<file path="config.mk">
export PLATFORM = sky130hd
export DESIGN_NAME = converter_fault_supervisor
export DESIGN_NICKNAME = d
export VERILOG_FILES = /design/src/common/cfs_pkg.sv /design/src/verilog/converter_fault_supervisor.sv
export SDC_FILE = /design/constraint.sdc
export NUM_CORES = 2
export LEC_CHECK = 0
export ABC_AREA = 1
export BUFFER_PORTS_ARGS = -buffer_cell sky130_fd_sc_hd__buf_2
export CAP_MARGIN = 0
export CORE_MARGIN = 2
export CORE_UTILIZATION = 50
export CTS_CLUSTER_DIAMETER = 80
export DETAILED_ROUTE_END_ITERATION = 8
export PLACE_DENSITY = 0.68
export RECOVER_POWER = 25
export SETUP_SLACK_MARGIN = 0.02
export SLEW_MARGIN = 20
export SYNTH_ARGS = -nofsm -noshare
export SYNTH_HDL_FRONTEND = slang
export SYNTH_SLANG_ARGS = --single-unit
</file>
<file path="constraint.sdc">
create_clock -name hclk -period 82.6 [get_ports hclk]
set_input_delay 20.65 -clock hclk [delete_from_list [all_inputs] [get_ports hclk]]
set_output_delay 20.65 -clock hclk [all_outputs]
set_load 0.1 [all_outputs]
</file>
<file path="src/common/cfs_pkg.sv">
`default_nettype none
package cfs_pkg;
  // ----------------------------------------------------------------
  // timing
  // ----------------------------------------------------------------
  localparam int CLK_NS = 32'h32; // 50 ns clock period
  localparam int MS_NS = 32'h000f4240; // 1 ms
  localparam int MS_CYCLES = MS_NS / CLK_NS;
  localparam logic [7:0] TRK_MIN_MS = 8'h05; // 5 ms floor on tracked ramps

  // ----------------------------------------------------------------
  // thresholds, millivolts and degrees
  // ----------------------------------------------------------------
  localparam logic [15:0] LOCK_LO = 16'h1194; // 4.5 V
  localparam logic [15:0] LOCK_HI = 16'h2a30; // 10.8 V
  localparam logic [15:0] LOCK_MIN = 16'h0b22; // 2.85 V
  localparam logic [15:0] LOCK_MAX = 16'h3e80; // 16 V
  localparam logic [7:0] TLIM_RST = 8'h7d; // 125 C
  localparam logic [7:0] T_HYST = 8'h0f; // 15 C
  localparam logic [7:0] OV_PCT_RST = 8'h0f; // 15 %
  localparam logic [6:0] PCT_RST = 7'h32; // 50 %
  localparam logic [31:0] PCT_FULL = 32'h64; // 100 %
  localparam logic [15:0] TGT_RST = 16'h04b0;

  // ----------------------------------------------------------------
  // register map, byte addresses
  // ----------------------------------------------------------------
  localparam logic [4:0] A_CTRL = 5'h00;
  localparam logic [4:0] A_LOCK = 5'h04;
  localparam logic [4:0] A_TGT = 5'h08;
  localparam logic [4:0] A_TIME = 5'h0c;
  localparam logic [4:0] A_RESP = 5'h10;
  localparam logic [4:0] A_TEMP = 5'h14;
  localparam logic [4:0] A_STAT = 5'h18;
  localparam int CTRL_EN = 0;
  localparam int CTRL_RESTART = 1;

  typedef enum logic [2:0] {
    S_OFF = 3'b000, S_DELAY = 3'b001, S_RAMP = 3'b010, S_RUN = 3'b011,
    S_WAIT = 3'b100, S_LOWHOLD = 3'b101, S_LATCH = 3'b110
  } fsm_t;
  typedef enum logic [2:0] {
    R_CONT = 3'b000, R_DLY = 3'b001, R_IMM = 3'b010, R_INF = 3'b011,
    R_LOW = 3'b100
  } resp_t;
  typedef enum logic [2:0] {
    T_OFF = 3'b000, T_CO_OUT = 3'b001, T_CO_REF = 3'b010,
    T_RA_OUT = 3'b011, T_RA_REF = 3'b100
  } trk_t;
  typedef enum logic [1:0] {
    F_UV = 2'b00, F_OV = 2'b01, F_OC = 2'b10, F_OT = 2'b11
  } fault_t;

  typedef struct packed {
    logic [7:0] flt_dly;
    logic [7:0] rty_dly;
    logic [7:0] rise;
    logic [7:0] on_dly;
  } timing_t;
  typedef struct packed {
    logic [7:0] ov_pct;
    logic [4:0] rsv;
    trk_t trk;
    logic [3:0] rty_max;
    resp_t ot;
    resp_t oc;
    resp_t ov;
    resp_t uv;
  } resp_reg_t;
  localparam timing_t TIME_RST = 32'h0a0a0505;
  localparam resp_reg_t RESP_RST = 32'h0f000492;

  typedef struct packed {
    fsm_t st;
    logic en;
    logic [15:0] lock;
    logic [15:0] tgt;
    timing_t tm;
    resp_reg_t rp;
    logic [7:0] tlim;
    logic [6:0] pct;
    logic sdone;
    logic [15:0] tcnt;
    logic [7:0] ms;
    logic [7:0] dcnt;
    logic [15:0] sv;
    logic above;
    logic [3:0] att;
    fault_t flt;
    logic good;
    logic hs;
    logic ls;
    logic [15:0] ref_mv;
    logic wr;
    logic [4:0] wa;
    logic [31:0] rdata;
    logic rdy;
  } state_t;
  localparam state_t ST_RST = '{tm: TIME_RST, rp: RESP_RST, tgt: TGT_RST,
    tlim: TLIM_RST, lock: LOCK_LO, pct: PCT_RST, rdy: 1'b1, st: S_OFF,
    flt: F_UV, default: '0};
endpackage : cfs_pkg
`default_nettype wire

</file>
<file path="src/verilog/converter_fault_supervisor.sv">
`default_nettype none
// Overview of operation
// lockout threshold taken from strap after reset: 4.5 V or 10.8 V
// software lockout threshold accepted and clamped to 2.85 V..16 V
// undervoltage response: continue, delayed shutdown, or shutdown/retry
// undervoltage defaults to immediate shutdown
// overvoltage above target plus 15 % drops power good first
// overvoltage: shutdown with retries, or low-side held on
// overvoltage defaults to shutdown; external clock forces shutdown
// pre-bias below target: ramp from sampled level, end on time
// pre-bias above target: hold sampled level, then move to target
// power good at ramp end unless above overvoltage limit
// pre-bias above overvoltage limit: no start, overvoltage fault
// overcurrent: infinite, limited retry, delayed, ignore, immediate
// overcurrent defaults to immediate shutdown
// die temperature above programmable limit raises thermal fault
// thermal fault offers same five responses as overcurrent
// thermal restart only once 15 C below the limit
// thermal fault defaults to immediate shutdown
// coincident, output limited: follow reference, stop at target
// coincident, reference limited: follow reference throughout
// ratiometric: follow percentage of reference, strap default 50 %
// ratiometric output limited: stop at percentage of target
// ratiometric reference limited: stop at scaled rail or target
// tracked ramps use at least 5 ms rise time
// retry counter cleared after a successful restart
module converter_fault_supervisor #(
  parameter int MS_CYCLES = cfs_pkg::MS_CYCLES
) (
  input wire logic hclk,
  input wire logic hresetn,
  input wire logic hsel,
  input wire logic [31:0] haddr,
  input wire logic [1:0] htrans,
  input wire logic hwrite,
  input wire logic [2:0] hsize,
  input wire logic [31:0] hwdata,
  input wire logic hready,
  output logic hreadyout,
  output logic hresp,
  output logic [31:0] hrdata,
  input wire logic [15:0] vin_mv,
  input wire logic [15:0] output_sense_in,
  input wire logic [15:0] tracking_reference_in,
  input wire logic [7:0] die_temp,
  input wire logic overcurrent_in,
  input wire logic ext_clock_in,
  input wire logic strap_high_lockout,
  input wire logic [6:0] ratio_strap,
  output logic power_good_out,
  output logic high_side_en,
  output logic low_side_en,
  output logic [15:0] ref_mv
);
  cfs_pkg::state_t s;
  cfs_pkg::state_t n;
  logic [16:0] ov_lim;
  logic uv_now, ov_now, ot_now, cool, tick, trk_on;
  logic [7:0] rise_eff;
  logic [15:0] scaled, trk_lim, trk_ref, ramp_ref, wlock;
  cfs_pkg::resp_t ovr, uvr;

  // ----------------------------------------------------------------
  // register read mux
  // ----------------------------------------------------------------
  function automatic logic [31:0] rd(input cfs_pkg::state_t q,
                                     input logic [4:0] a, input logic [3:0] fl);
    if (a == cfs_pkg::A_CTRL)
      rd = {31'h0, q.en};
    else if (a == cfs_pkg::A_LOCK)
      rd = {16'h0, q.lock};
    else if (a == cfs_pkg::A_TGT)
      rd = {16'h0, q.tgt};
    else if (a == cfs_pkg::A_TIME)
      rd = q.tm;
    else if (a == cfs_pkg::A_RESP)
      rd = q.rp;
    else if (a == cfs_pkg::A_TEMP)
      rd = {24'h0, q.tlim};
    else if (a == cfs_pkg::A_STAT)
      rd = {16'h0, q.good, q.hs, q.ls, q.st, q.flt, q.att, fl};
    else
      rd = 32'h0;
  endfunction : rd

  // ----------------------------------------------------------------
  // fault detectors and setpoint arithmetic
  // ----------------------------------------------------------------
  // limit kept one bit wider so a high target cannot wrap below it
  assign ov_lim = {1'b0, s.tgt} + 17'((32'(s.tgt) * 32'(s.rp.ov_pct))
                  / cfs_pkg::PCT_FULL);
  assign uv_now = vin_mv < s.lock;
  assign ov_now = {1'b0, output_sense_in} > ov_lim;
  assign ot_now = die_temp > s.tlim;
  assign cool = 9'(die_temp) + 9'(cfs_pkg::T_HYST) <= 9'(s.tlim);
  assign tick = s.tcnt == 16'(MS_CYCLES - 1);
  // an external clock leaves only the shutdown response for overvoltage
  assign ovr = (ext_clock_in || s.rp.ov != cfs_pkg::R_LOW) ?
               cfs_pkg::R_IMM : cfs_pkg::R_LOW;
  assign uvr = (s.rp.uv > cfs_pkg::R_IMM) ? cfs_pkg::R_IMM : s.rp.uv;
  assign trk_on = s.rp.trk != cfs_pkg::T_OFF;
  // tracked ramps set loop gain from rise time, so a floor applies
  assign rise_eff = (trk_on && s.tm.rise < cfs_pkg::TRK_MIN_MS) ?
                    cfs_pkg::TRK_MIN_MS : s.tm.rise;

  // tracking setpoint: scaled reference capped by mode limit
  always_comb
  begin
    if (s.rp.trk == cfs_pkg::T_RA_OUT || s.rp.trk == cfs_pkg::T_RA_REF)
      scaled = 16'((32'(tracking_reference_in) * 32'(s.pct))
               / cfs_pkg::PCT_FULL);
    else
      scaled = tracking_reference_in;
    case (s.rp.trk)
      cfs_pkg::T_CO_OUT: trk_lim = s.tgt;
      cfs_pkg::T_RA_OUT: trk_lim = 16'((32'(s.tgt) * 32'(s.pct))
                                   / cfs_pkg::PCT_FULL);
      cfs_pkg::T_RA_REF: trk_lim = s.tgt;
      default: trk_lim = 16'hffff;
    endcase
    trk_ref = (scaled < trk_lim) ? scaled : trk_lim;
  end

  // linear ramp from the sampled level, landing on target at the end
  always_comb
  begin
    if (s.above || s.tm.rise == 8'h00)
      ramp_ref = s.sv;
    else
      ramp_ref = s.sv + 16'((32'(s.tgt - s.sv) * 32'(s.ms))
                 / 32'(s.tm.rise));
  end

  // clamp software lockout writes into the legal window
  always_comb
  begin
    if (hwdata[15:0] < cfs_pkg::LOCK_MIN)
      wlock = cfs_pkg::LOCK_MIN;
    else if (hwdata[15:0] > cfs_pkg::LOCK_MAX)
      wlock = cfs_pkg::LOCK_MAX;
    else
      wlock = hwdata[15:0];
  end

  // ----------------------------------------------------------------
  // next state
  // ----------------------------------------------------------------
  always_comb
  begin
    logic hit, restart, live, clr;
    cfs_pkg::fault_t f;
    cfs_pkg::resp_t r;
    hit = 1'b0;
    restart = 1'b0;
    live = 1'b0;
    clr = 1'b0;
    f = cfs_pkg::F_UV;
    r = cfs_pkg::R_CONT;
    n = s;
    // straps are caught once, on the first edge after reset release
    if (!s.sdone)
    begin
      n.sdone = 1'b1;
      n.lock = strap_high_lockout ? cfs_pkg::LOCK_HI : cfs_pkg::LOCK_LO;
      n.pct = ratio_strap;
    end
    // bus slave: zero wait states, read data captured at address phase
    n.rdy = 1'b1;
    n.wr = hsel && htrans[1] && hready && hwrite;
    n.wa = haddr[4:0];
    if (hsel && htrans[1] && hready && !hwrite)
      n.rdata = rd(s, haddr[4:0], {uv_now, ov_now, overcurrent_in, ot_now});
    if (s.wr)
    begin
      if (s.wa == cfs_pkg::A_CTRL)
      begin
        n.en = hwdata[cfs_pkg::CTRL_EN];
        restart = hwdata[cfs_pkg::CTRL_RESTART];
      end
      else if (s.wa == cfs_pkg::A_LOCK)
        n.lock = wlock;
      else if (s.wa == cfs_pkg::A_TGT)
        n.tgt = hwdata[15:0];
      else if (s.wa == cfs_pkg::A_TIME)
        n.tm = hwdata;
      else if (s.wa == cfs_pkg::A_RESP)
        n.rp = hwdata;
      else if (s.wa == cfs_pkg::A_TEMP)
        n.tlim = hwdata[7:0];
    end
    // millisecond base, restarted whenever a timed phase begins
    n.tcnt = tick ? 16'h0000 : s.tcnt + 16'h0001;
    if (tick && s.ms != 8'hff)
      n.ms = s.ms + 8'h01;
    case (s.flt)
      cfs_pkg::F_UV: clr = !uv_now;
      cfs_pkg::F_OV: clr = !ov_now;
      cfs_pkg::F_OC: clr = !overcurrent_in;
      default: clr = cool;
    endcase
    case (s.st)
      cfs_pkg::S_OFF:
        if (s.en && !uv_now)
        begin
          n.st = cfs_pkg::S_DELAY;
          n.ms = 8'h00;
          n.tcnt = 16'h0000;
        end
      cfs_pkg::S_DELAY:
        if (s.ms >= s.tm.on_dly)
        begin
          n.st = cfs_pkg::S_RAMP;
          n.sv = output_sense_in;
          n.above = output_sense_in > s.tgt;
          n.ref_mv = trk_on ? trk_ref : output_sense_in;
          n.hs = 1'b1;
          n.ls = 1'b1;
          n.ms = 8'h00;
          n.tcnt = 16'h0000;
        end
      cfs_pkg::S_RAMP:
        if (s.ms >= rise_eff)
        begin
          n.st = cfs_pkg::S_RUN;
          n.ref_mv = trk_on ? trk_ref : s.tgt;
          n.good = 1'b1;
          n.att = 4'h0;
        end
        else
          n.ref_mv = trk_on ? trk_ref : ramp_ref;
      cfs_pkg::S_RUN:
        n.ref_mv = trk_on ? trk_ref : s.tgt;
      cfs_pkg::S_WAIT, cfs_pkg::S_LOWHOLD:
        if (tick && s.ms + 8'h01 >= s.tm.rty_dly)
        begin
          n.ms = 8'h00;
          // a fault still present means wait another full period
          if (clr)
          begin
            n.st = cfs_pkg::S_DELAY;
            n.ls = 1'b0;
          end
        end
      default:
        if (restart)
        begin
          n.st = cfs_pkg::S_OFF;
          n.ls = 1'b0;
          n.att = 4'h0;
        end
    endcase
    // fault arbitration, overvoltage first; ignored faults never hit
    live = s.st == cfs_pkg::S_RAMP || s.st == cfs_pkg::S_RUN;
    if ((live || (s.st == cfs_pkg::S_DELAY && s.ms >= s.tm.on_dly))
        && ov_now)
    begin
      hit = 1'b1;
      f = cfs_pkg::F_OV;
      r = ovr;
    end
    else if (live && overcurrent_in && s.rp.oc != cfs_pkg::R_CONT)
    begin
      hit = 1'b1;
      f = cfs_pkg::F_OC;
      r = s.rp.oc;
    end
    else if (live && ot_now && s.rp.ot != cfs_pkg::R_CONT)
    begin
      hit = 1'b1;
      f = cfs_pkg::F_OT;
      r = s.rp.ot;
    end
    else if (live && uv_now && uvr != cfs_pkg::R_CONT)
    begin
      hit = 1'b1;
      f = cfs_pkg::F_UV;
      r = uvr;
    end
    if (hit)
    begin
      n.good = 1'b0;
      n.flt = f;
    end
    if (!hit || r != cfs_pkg::R_DLY)
      n.dcnt = 8'h00;
    if (hit)
    begin
      case (r)
        cfs_pkg::R_DLY:
        begin
          n.good = s.good;
          if (tick)
            n.dcnt = s.dcnt + 8'h01;
          if (s.dcnt >= s.tm.flt_dly)
            n.st = cfs_pkg::S_LATCH;
        end
        cfs_pkg::R_INF:
          n.st = cfs_pkg::S_WAIT;
        default:
          if (s.att < s.rp.rty_max)
          begin
            n.att = s.att + 4'h1;
            n.st = (r == cfs_pkg::R_LOW) ? cfs_pkg::S_LOWHOLD :
                   cfs_pkg::S_WAIT;
          end
          else
            n.st = cfs_pkg::S_LATCH;
      endcase
      if (n.st != s.st)
      begin
        n.hs = 1'b0;
        // low side stays on, latched or not, until a restart is tried
        n.ls = r == cfs_pkg::R_LOW;
        n.ms = 8'h00;
        n.tcnt = 16'h0000;
        n.good = 1'b0;
      end
    end
    // disabling overrides everything and drops the stage at once
    if (!n.en)
    begin
      n.st = cfs_pkg::S_OFF;
      n.hs = 1'b0;
      n.ls = 1'b0;
      n.good = 1'b0;
      n.att = 4'h0;
    end
  end

  // ----------------------------------------------------------------
  // state register
  // ----------------------------------------------------------------
  always_ff @(posedge hclk or negedge hresetn)
  begin
    if (!hresetn)
      s <= cfs_pkg::ST_RST;
    else
      s <= n;
  end

  assign hreadyout = s.rdy;
  assign hresp = 1'b0 & s.rdy;
  assign hrdata = s.rdata;
  assign power_good_out = s.good;
  assign high_side_en = s.hs;
  assign low_side_en = s.ls;
  assign ref_mv = s.ref_mv;
endmodule : converter_fault_supervisor
`default_nettype wire

</file>
==> results.sh <==
export IMPL_synthSimpleGateAreaFrac=0.3679
export IMPL_die_h_um=356.2
export IMPL_clkLatencyLatePin_ns=0.58
export IMPL_holdPathStages=2
export IMPL_min_period_ns=74.98
export IMPL_io_buffers=159
export IMPL_hold_ws_ns=0.4828
export IMPL_grt_max_degree=65
export IMPL_critPathMaxFanout=29
export IMPL_grt_pass1_vias=58190
export IMPL_synth_edf_count=0
export IMPL_worst_ep_required_time_ns=83.11
export IMPL_ant_nets=0
export IMPL_synth_compound_area_frac=0.1253
export IMPL_synth_avg_cell_area_um2=6.373
export IMPL_synth_top_family_by_area="simple AND/OR/NAND/NOR gates"
export IMPL_drc=0
export IMPL_final_nets=10930
export IMPL_maxCapViolCount=1
export IMPL_drt_first_pass_iters=6
export IMPL_synthArstFlopShare=1.000
export IMPL_reg2reg_to="ref_mv[15]$_DFFE_PN0P_"
export IMPL_die_x_um=356.2
export IMPL_syn_to_final_growth_pct=6.729
export IMPL_grt_ovfl_total=0
export IMPL_slew_viol_final=59
export IMPL_setup_tns_ns=0
export IMPL_final_core_util=0.5362
export IMPL_met3_wirelength_um=11510
export IMPL_ctsHoldBuffers=0
export IMPL_cts_made_buffers=24
export IMPL_synth_flop_cell="dfrtp_1"
export IMPL_cts_root_buf="clkbuf_16"
export IMPL_synth_cell_type_count=95
export IMPL_synth_area_um2=62030
export IMPL_ys_seq_area_frac=0.09267
export IMPL_wl_met2_um=84950
export IMPL_timing_rr_start="s[193]$_DFFE_PN0P_"
export IMPL_wl_met1_um=82320
export IMPL_drt_iter0_drc=4193
export IMPL_vias_per_cell=5.340
export IMPL_cts_clk_slew_worst_paths_ns=0.07
export IMPL_synth_adder_area_share=0.2231
export IMPL_max_stage_delay_ns=0.65
export IMPL_rows=129
export IMPL_yosys_warnings=0
export IMPL_hold_start="ref_mv[0]$_DFFE_PN0P_"
export IMPL_ys_seq_elements=228
export IMPL_cts_max_path_buffers=3
export IMPL_status="finished, violations left"
export IMPL_layout_drive_gt1_share=0.1327
export IMPL_grtUsageTotal=0.2861
export IMPL_drt_wl_total_um=185300
export IMPL_grt_pass1_wl_um=298900
export IMPL_violations="capacitance limit, slew limit"
export IMPL_h_tree_depth=1
export IMPL_critPathKind="flop to flop"
export IMPL_hold_end="ref_mv[0]$_DFFE_PN0P_"
export IMPL_core_um2=123500
export IMPL_dp_hpwl_um=152700
export IMPL_hold_class="flop to flop"
export IMPL_crit_path_end_kind="flop"
export IMPL_crit_slowest_cell="o31ai_1"
export IMPL_die_area_um2=126900
export IMPL_muxShareOfSynthArea=0.002340
export IMPL_highest_layer="met5"
export IMPL_num_vias=61630
export IMPL_r2r_cells=502
export IMPL_start_kind="flop"
export IMPL_tightest_slew_ns=3.351
export IMPL_period_share=0.9077
export IMPL_fmax_mhz=13.34
export IMPL_cp_common_cell="nand2_1"
export IMPL_cts_tree="done"
export IMPL_slew_limit_headroom=-1.234
export IMPL_setup_viol=0
export IMPL_arrival_ns=75.49
export IMPL_syn_inst=9733
export IMPL_fillCellCount=12280
export IMPL_r2r_slack_ns=7.62
export IMPL_start_util=0.5024
export IMPL_io_pins=193
export IMPL_hold_violations=0
export IMPL_gp_congestion=0.9561
export IMPL_cts_sinks=228
export IMPL_synth_xor_area_frac=0.05265
export IMPL_finClkSkew_ns=0.02062
export IMPL_routedWlPerCell_um=16.06
export IMPL_grt_antenna_before_repair=7
[flip-flops by register name (all words and copies together) (netlist names)]
signal and cells:
s 177, hrdata 32, ref_mv 16, high_side_en 1, low_side_en 1, power_good_out 1
[how the worst max path moves through the flow]
stage                                   from                      to  slack, ns  depth (start not counted)
final                     s[193]$_DFFE_PN0P_  ref_mv[15]$_DFFE_PN0P_       7.62                        502
after global routing      s[193]$_DFFE_PN0P_  ref_mv[15]$_DFFE_PN0P_      -0.22                        510
after detailed placement  s[193]$_DFFE_PN0P_  ref_mv[15]$_DFFE_PN0P_       1.21                        497
after floorplan           s[193]$_DFFE_PN0P_  ref_mv[14]$_DFFE_PN0P_       9.75                        524
after global placement    s[193]$_DFFE_PN0P_  ref_mv[15]$_DFFE_PN0P_       2.93                        499
after CTS                 s[193]$_DFFE_PN0P_  ref_mv[15]$_DFFE_PN0P_       0.89                        497
[layer usage]
metal	global-route usage	up-vias
met5	0	-
met4	0.08540	8
met3	0.02701	308
met2	0.4874	1760
met1	0.3830	28490
li1	-	31070
[cells in the mapped netlist (22+ instances only)]
cell | instances | area share
nand3_1 | 491 | 0.040
nor2_2 | 100 | 0.010
or2_2 | 38 | 0.0038
nor3_1 | 99 | 0.0080
xor2_1 | 247 | 0.035
o211ai_1 | 48 | 0.0058
nand3b_1 | 39 | 0.0047
o21bai_1 | 43 | 0.0052
o21ai_0 | 517 | 0.042
inv_2 | 58 | 0.0035
clkinv_1 | 33 | 0.0020
nand2_1 | 2479 | 0.15
o21ai_2 | 32 | 0.0045
a21o_1 | 33 | 0.0040
o21ai_1 | 41 | 0.0033
nand3_4 | 32 | 0.0090
dfstp_2 | 34 | 0.014
nand2_4 | 69 | 0.013
nand4_1 | 143 | 0.014
nor2_4 | 64 | 0.012
dfrtp_1 | 194 | 0.078
nor2_1 | 850 | 0.051
inv_1 | 1661 | 0.10
xnor2_1 | 124 | 0.018
nand2_2 | 207 | 0.021
buf_4 | 53 | 0.0064
nand3_2 | 113 | 0.018
a21oi_1 | 438 | 0.035
ha_1 | 573 | 0.12
fa_1 | 333 | 0.11
clkbuf_1 | 164 | 0.0099
o21a_1 | 22 | 0.0027
[placed cells by master, fill, tap and decap left out, types with 61 or more instances in the layout]
master and n:
o21ai_0 490, nand4_1 143, nor2_4 71, inv_2 61, nand3_2 113, nor3_1 97, nor2_1 839, nand2_2 209
buf_4 231, nand2_1 2477, a21oi_1 420, nor2_2 105, ha_1 572, inv_1 1652, xnor2_1 124, dfrtp_1 193
nand3_1 490, buf_2 129, xor2_1 247, nand2_4 68, fa_1 332
[worst max-delay path: cells and delay by family, from the launching register on]
family          cells  cell delay (ns)
simple gates      210            24.42
buf+inv            80             8.27
fa+ha+maj          39            13.04
flops               1             0.37
compound gates    173            28.60
[cell families (layout without fill, tap and decap cells)]
group                      after synthesis  count (layout)
muxes                                   13              13
AOI/OAI and AO/OA                     1352            1352
buffers and inverters                 2059            2225
and+or+nand+nor                       4801            4802
adders and majority gates              906             906
xor gates and xnor gates               372             372
DFF                                    228             228
other                                    2               5
[cell type report]
type | count | area [um^2] | area share
Clock inverter | 13 | 182.7 | 0.002759
Timing Repair inverter | 3 | 15.01 | 0.0002268
Clock buffer | 31 | 686.9 | 0.01038
Inverter | 1786 | 6850 | 0.1035
Tap cell | 1637 | 2048 | 0.03094
Multi-Input combinational cell | 7448 | 48130 | 0.7270
Antenna cell | 2 | 5.005 | 0.00007560
Sequential cell | 228 | 5753 | 0.08690
Timing Repair Buffer | 392 | 2532 | 0.03825
[repair_timing]
item	CTS	global route
setup endpoints to repair	0	16
resized for setup	0	99
setup buffers	0	49
[through the flow]
stage	instance area, um^2	std cells	setup slack, ns
floorplan	62030	9734	9.749
global placement	64690	11440	2.930
detailed placement	64690	11440	1.209
CTS	65560	11490	0.8912
global route	66200	11540	-0.2221
finish	66200	11540	7.624
Power is left out: the tool's default activity adds up to more than one toggle a clock period on the data nets, which glitch-free logic cannot reach.
